$ cat src/include/module_expansion_bus_pkg.sv
// Summary of operation
// - slave mode: host reaches module; master mode: module dma reaches shared dram
// - board timeout ends unanswered region accesses; module must not rely on it
// - dram holds data and ready until extend negated with ready and burst last
// - extend stays inactive in slave cycles; only meaningful with module as master
// - module reset asserted after power-up and held at least 200 ms
// - module requests with bus request; arbiter answers with bus grant
// - all interface signals timed on rising edges of the reference clock
// - master asserts lock during an atomic read-modify-write sequence
// - address strobe asserted for exactly the first clock of each access
// - region select sets on strobe with region address, clears on last plus ready; the code sets it only while bus grant is negated
// - burst last marks final transfer and stays until ready ends it
// - write_not_read low for reads, high for writes, from the master's view
package module_expansion_bus_pkg;

  // ----------------------------------------
  // timing
  // ----------------------------------------
  localparam int CLK_HZ = 10000000;
  localparam int RESET_HOLD_MS = 200;
  localparam int RESET_HOLD_CYCLES = (CLK_HZ / 1000) * RESET_HOLD_MS;
  localparam int DRAM_WAIT_CYCLES = 2;
  localparam int TIMEOUT_CYCLES = 64;

  // ----------------------------------------
  // address map
  // ----------------------------------------
  localparam logic [3:0] REGION_TOP_NIBBLE = 4'hc;

  // ----------------------------------------
  // types
  // ----------------------------------------
  typedef struct packed {
    logic addrStrobeN;
    logic burstLastN;
    logic writeNotRead;
    logic atomicLockN;
    logic readHoldExtendN;
  } busCtl_type;

  typedef enum logic [1:0] {
    DRAM_IDLE = 2'b00,
    DRAM_WAIT = 2'b01,
    DRAM_XFER = 2'b11
  } dramState_type;

endpackage

$ cat src/rtl/module_expansion_bus.sv
`timescale 1ns/1ps
`default_nettype none
module module_expansion_bus
  import module_expansion_bus_pkg::*;
#(
  parameter int ResetHoldCycles = RESET_HOLD_CYCLES
) (
  input wire logic clk,
  input wire logic rstn,
  input wire busCtl_type busCtl,
  input wire logic [31:28] busAddrTop,
  input wire logic moduleReadyN,
  input wire logic [31:0] dramReadData,
  input wire logic hostBusIdle,
  input wire logic shared_bus_request_n,
  input wire logic module_irq0_n,
  input wire logic module_irq1_n,
  output logic module_region_select_n,
  output logic shared_bus_grant_n,
  output logic dramReadyN,
  output logic [31:0] dramDataOut,
  output logic dramDataOe,
  output logic timeoutReadyN,
  output logic moduleResetN,
  output logic host_ext_irq_line_four,
  output logic host_ext_irq_line_three,
  output logic extendMisuse
);

  // ----------------------------------------
  // shared ready line
  // ----------------------------------------
  // ready is a wired-or of low drivers: module slave, board timeout, dram
  logic busReadyN;
  logic lastBeat;
  assign busReadyN = moduleReadyN & timeoutReadyN & dramReadyN;
  assign lastBeat = !busCtl.burstLastN && !busReadyN;

  // ----------------------------------------
  // module reset stretch
  // ----------------------------------------
  logic [31:0] resetCount_q;
  always_ff @(posedge clk) begin
    if (!rstn) begin
      resetCount_q <= 32'h0;
      moduleResetN <= 1'b0;
    end else if (resetCount_q < 32'(ResetHoldCycles)) begin
      resetCount_q <= resetCount_q + 32'h1;
      moduleResetN <= 1'b0;
    end else begin
      moduleResetN <= 1'b1;
    end
  end

  // ----------------------------------------
  // region select
  // ----------------------------------------
  logic regionHit;
  assign regionHit = !busCtl.addrStrobeN && busAddrTop == REGION_TOP_NIBBLE &&
                     shared_bus_grant_n;
  always_ff @(posedge clk) begin
    if (!rstn) begin
      module_region_select_n <= 1'b1;
    end else if (regionHit) begin
      module_region_select_n <= 1'b0;
    end else if (!module_region_select_n && lastBeat) begin
      module_region_select_n <= 1'b1;
    end
  end

  // ----------------------------------------
  // unanswered access timeout
  // ----------------------------------------
  // safety net only: a well behaved module answers long before this
  logic [7:0] waitCount_q;
  always_ff @(posedge clk) begin
    if (!rstn) begin
      waitCount_q <= 8'h0;
      timeoutReadyN <= 1'b1;
    end else if (module_region_select_n || !busReadyN) begin
      waitCount_q <= 8'h0; // any wait length restarts per beat
      timeoutReadyN <= 1'b1;
    end else if (waitCount_q == 8'(TIMEOUT_CYCLES - 1)) begin
      waitCount_q <= 8'h0;
      timeoutReadyN <= 1'b0;
    end else begin
      waitCount_q <= waitCount_q + 8'h1;
      timeoutReadyN <= 1'b1;
    end
  end

  // ----------------------------------------
  // shared bus arbiter
  // ----------------------------------------
  // grant is held while locked so an atomic sequence is never split
  always_ff @(posedge clk) begin
    if (!rstn) begin
      shared_bus_grant_n <= 1'b1;
    end else if (!shared_bus_request_n && hostBusIdle && module_region_select_n) begin
      shared_bus_grant_n <= 1'b0;
    end else if (shared_bus_request_n && busCtl.atomicLockN) begin
      shared_bus_grant_n <= 1'b1;
    end
  end

  // ----------------------------------------
  // dram controller for module master
  // ----------------------------------------
  dramState_type dramState_q;
  logic [1:0] dramWait_q;
  logic singleRead_q;
  logic masterStart;
  logic holdForExtend;
  assign masterStart = !shared_bus_grant_n && !busCtl.addrStrobeN;
  // extend is honoured only on single reads with the module as master
  assign holdForExtend = singleRead_q && !busCtl.readHoldExtendN;

  always_ff @(posedge clk) begin
    if (!rstn) begin
      dramState_q <= DRAM_IDLE;
      dramWait_q <= 2'h0;
      singleRead_q <= 1'b0;
      dramReadyN <= 1'b1;
      dramDataOut <= 32'h0;
      dramDataOe <= 1'b0;
    end else begin
      case (dramState_q)
        DRAM_IDLE: begin
          dramReadyN <= 1'b1;
          dramDataOe <= 1'b0;
          if (masterStart) begin
            dramState_q <= DRAM_WAIT;
            dramWait_q <= 2'(DRAM_WAIT_CYCLES - 1);
            singleRead_q <= !busCtl.burstLastN && !busCtl.writeNotRead;
            dramDataOe <= !busCtl.writeNotRead;
          end
        end
        DRAM_WAIT: begin
          if (dramWait_q == 2'h0) begin
            dramState_q <= DRAM_XFER;
            dramReadyN <= 1'b0;
            dramDataOut <= dramReadData;
          end else begin
            dramWait_q <= dramWait_q - 2'h1;
          end
        end
        DRAM_XFER: begin
          if (holdForExtend) begin
            dramReadyN <= 1'b0; // data and ready stay put
          end else if (!busCtl.burstLastN) begin
            dramState_q <= DRAM_IDLE;
            dramReadyN <= 1'b1;
            dramDataOe <= 1'b0;
          end else begin
            dramState_q <= DRAM_WAIT;
            dramWait_q <= 2'(DRAM_WAIT_CYCLES - 1);
            dramReadyN <= 1'b1;
          end
        end
        default: begin
          dramState_q <= DRAM_IDLE;
          dramReadyN <= 1'b1;
          dramDataOe <= 1'b0;
        end
      endcase
    end
  end

  // ----------------------------------------
  // extend misuse monitor
  // ----------------------------------------
  // sticky until reset; extend in slave, burst or write cycles corrupts dram
  always_ff @(posedge clk) begin
    if (!rstn) begin
      extendMisuse <= 1'b0;
    end else if (!busCtl.readHoldExtendN &&
                 (shared_bus_grant_n || (dramState_q != DRAM_IDLE && !singleRead_q))) begin
      extendMisuse <= 1'b1;
    end
  end

  // ----------------------------------------
  // interrupt routing
  // ----------------------------------------
  always_ff @(posedge clk) begin
    if (!rstn) begin
      host_ext_irq_line_four <= 1'b1;
      host_ext_irq_line_three <= 1'b1;
    end else begin
      host_ext_irq_line_four <= module_irq0_n;
      host_ext_irq_line_three <= module_irq1_n;
    end
  end

endmodule // module_expansion_bus
`default_nettype wire

$ cat config.mk
export PLATFORM = sky130hd
export DESIGN_NAME = module_expansion_bus
export DESIGN_NICKNAME = d
export VERILOG_FILES = /design/src/include/module_expansion_bus_pkg.sv /design/src/rtl/module_expansion_bus.sv
export SDC_FILE = /design/constraint.sdc
export NUM_CORES = 1
export LEC_CHECK = 0
export BUFFER_PORTS_ARGS = -buffer_cell sky130_fd_sc_hd__clkbuf_2
export CELL_PAD_IN_SITES_DETAIL_PLACEMENT = 0
export CELL_PAD_IN_SITES_GLOBAL_PLACEMENT = 2
export CORE_ASPECT_RATIO = 0.8
export CORE_UTILIZATION = 30
export CTS_CLUSTER_SIZE = 30
export DETAILED_ROUTE_END_ITERATION = 6
export GPL_TIMING_DRIVEN = 0
export PLACE_DENSITY_LB_ADDON = 0.05
export REMOVE_ABC_BUFFERS = 1
export SYNTH_ARGS = -nofsm -noshare
export SYNTH_HDL_FRONTEND = slang
export SYNTH_SLANG_ARGS = --single-unit
$ cat constraint.sdc
create_clock -name clk -period 2.6 [get_ports clk]
set_input_delay 0.39 -clock clk [delete_from_list [all_inputs] [get_ports clk]]
set_output_delay 0.39 -clock clk [all_outputs]
set_load 0.01 [all_outputs]
==> impl_metrics.env <==
export IMPL_async_reset_ff_share_pct=0
export IMPL_clk_latency_ns=0.33
export IMPL_cp_max_fo=12
export IMPL_clockBufferDepth=2
export IMPL_cts_resized=1
export IMPL_power_leakage_uw=0.001734
export IMPL_num_antenna_cells=0
export IMPL_wl_per_cell_um=12.50
export IMPL_yosys_area_top_type="dfxtp_1"
export IMPL_grtUsageTotal_pct=13.93
export IMPL_max_vdd_ir_drop_v=0.0002919
export IMPL_synth_commonest_cells="87 x nand2_1, 86 x dfxtp_1, 41 x a21oi_1"
export IMPL_cts_hold_buf=0
export IMPL_cts_tree="done"
export IMPL_worstHoldPathType="input pin to register"
export IMPL_start_util_pct=31.54
export IMPL_path_clk_slew_ns=0.06
export IMPL_stdcell_area_um2=4273
export IMPL_skew_ns=0.005655
export IMPL_crit_family="simple AND/OR/NAND/NOR gates"
export IMPL_dr_first_iter_drc_count=142
export IMPL_grt_pass1_wl_um=12500
export IMPL_yosysMostFrequentCell="nand2_1"
export IMPL_setup_tns_ns=0
export IMPL_slowest_stage="or4_1"
export IMPL_multi_input_area_um2=1509
export IMPL_numClockSinks=86
export IMPL_postCtsSetupRepairBufs=0
export IMPL_setup_viol=0
export IMPL_synth_top_area_share_pct=52.04
export IMPL_final_nets=523
export IMPL_critPathMaxStageDelay_ns=0.58
export IMPL_die_w_um=119.4
export IMPL_cp_num_buf_inv=0
export IMPL_rsz0062_at_grt="no"
export IMPL_finalMaxSlewViolations=0
export IMPL_synth_main_ff_cell="dfxtp_1"
export IMPL_endpoint_kind="register"
export IMPL_arrival_ns=2.66
export IMPL_synth_cells=388
export IMPL_syn_area_um2=3308
export IMPL_crit_cells=5
export IMPL_ys_types=39
export IMPL_first_pass_iters=4
export IMPL_relSlewSlack_pct=58.76
export IMPL_die_y_um=95.93
export IMPL_synth_enable_flop_cells=0
export IMPL_path_common_cell="or4_1"
export IMPL_drive_gt1_share_pct=23.69
export IMPL_max_freq_ghz=0.4166
export IMPL_min_period_ns=2.401
export IMPL_cts_htree_levels=3
export IMPL_critPathKind="register to register"
export IMPL_cp_required_ns=2.86
export IMPL_row_count=33
export IMPL_register_area_um2=1722
export IMPL_ys_warn_count=0
export IMPL_grt_pass1_vias=2623
export IMPL_cp_cell_sequence="or4_1 -> o211ai_4 -> nand3_2 -> or4_1 -> a21oi_1"
export IMPL_num_io_pins=89
export IMPL_maxCapViolations=0
export IMPL_place_area_um2=3897
export IMPL_ys_seq_elements=86
export IMPL_ys_top_cells_by_area="dfxtp_1 52%, nand2_1 9.9%, a21oi_1 6.2%"
export IMPL_ys_seq_area_share_pct=52.04
export IMPL_hold_viol_final=0
export IMPL_antenna_found_initial=0
export IMPL_die_area_um2=11450
export IMPL_tightest_slew_ns=0.6159
export IMPL_via_per_inst=4.564
export IMPL_cts_buffers=9
export IMPL_holdWs_ns=0.2378
export IMPL_core_um2=10490
export IMPL_gp_congestion=0.7107
export IMPL_route_detailed_drc=0
export IMPL_status="finished, final reports clean"
export IMPL_p_per_area_nw_per_um2=690.1
export IMPL_dp_hpwl_um=5151
export IMPL_syn_to_final_growth_pct=29.16
export IMPL_cp_start_kind="register"
export IMPL_period_share_pct=92.33
export IMPL_grt_max_degree=48
export IMPL_min_path_cells=2
export IMPL_routed_wl_um=7715
export IMPL_reg2reg_depth=5
export IMPL_fillCellCount=1108
export IMPL_num_vias=2816
export IMPL_synth_area_per_cell_um2=8.526
export IMPL_overflow=0
export IMPL_detail_route_antenna_nets=0
export IMPL_port_buffers=88
export IMPL_clockRootBuffer="clkbuf_16"
power by group:
group | internal (µW) | total (µW) | switching, µW | leakage (µW)
logic | 77.7 | 171 | 93.6 | 0.000877
registers | 1350 | 1370 | 19.3 | 0.000696
clock network | 894 | 1410 | 517 | 0.000162
kinds of logic (layout without fill, tap and decap cells):
group                      Yosys count  after routing  share of synthesized area [%]
muxes                                3              3                         0.9078
adders and majority gates            3              3                          1.135
buffers and inverters               25            114                          2.912
AOI/OAI and AO/OA                   62             62                          10.67
xor gates and xnor gates            16             16                          4.236
DFF                                 86             86                          52.04
and+or+nand+nor                    193            193                          28.10
placed cells by master, fill, tap and decap left out, drive strengths merged:
master,n
nor4bb,1
nand2,87
ha,3
and2,14
nand3b,2
nor2b,1
a21oi,41
nor2,32
a31oi,2
dfxtp,86
or3,3
nor3b,1
o41ai,1
nand2b,6
nand3,7
and3b,1
a211oi,1
inv,6
nand4,11
clkinvlp,1
a311oi,1
o31ai,3
xor2,11
nor3,5
o211ai,3
buf,4
o31a,1
or4,6
bufinv,2
and4,5
and3,9
o22a,1
xnor2,5
o21a,1
clkinv,2
clkbuf,99
mux2i,3
nor4,2
o21ai,7
sequential cells by signal, indices dropped and copies added, names as in the netlist:
register                 count
module_region_select_n       1
timeoutReadyN                1
dramReadyN                   1
singleRead_q                 1
shared_bus_grant_n           1
waitCount_q                  8
dramDataOe                   1
dramState_q                  2
dramWait_q                   2
extendMisuse                 1
host_ext_irq_line_four       1
moduleResetN                 1
host_ext_irq_line_three      1
resetCount_q                32
dramDataOut                 32
routing by layer:
| metal | track usage (%) | share of wire (%) |
|---|---|---|
| met5 | 0 | 0 |
| met3 | 4.088 | 4.3 |
| met2 | 21.71 | 45 |
| met1 | 18.28 | 50 |
| met4 | 5.313 | 1.0 |
stage by stage:
stage                     setup slack (ns)  total power (µW)  utilization [%]  cells
after floorplan                   -0.07975              1470                -    369
after global placement              -1.518              1558            36.71    597
after detailed placement          -0.06933              1566            37.16    600
after CTS                          0.07616              3005            40.40    616
after global routing               0.04732              3087            40.74    617
final                               0.1993              2949            40.74    617
final timing paths:
check                   start                      to  slack, ns
max reg2reg  resetCount_q[11]        resetCount_q[15]       0.20
min             module_irq0_n  host_ext_irq_line_four       0.24
min reg2reg    dramDataOut[0]          dramDataOut[0]       0.45
max          resetCount_q[11]        resetCount_q[15]       0.20
layout make-up:
| class | instances | area share [%] |
|---|---|---|
| multi-input cells | 277 | 35.31 |
| flip-flops and latches | 86 | 40.29 |
| repair buffers | 92 | 11.95 |
| clock inverters | 5 | 1.903 |
| inverters | 6 | 0.5271 |
| clock buffers | 11 | 5.915 |
| well taps | 140 | 4.100 |
(Power assumes the default switching activity.)
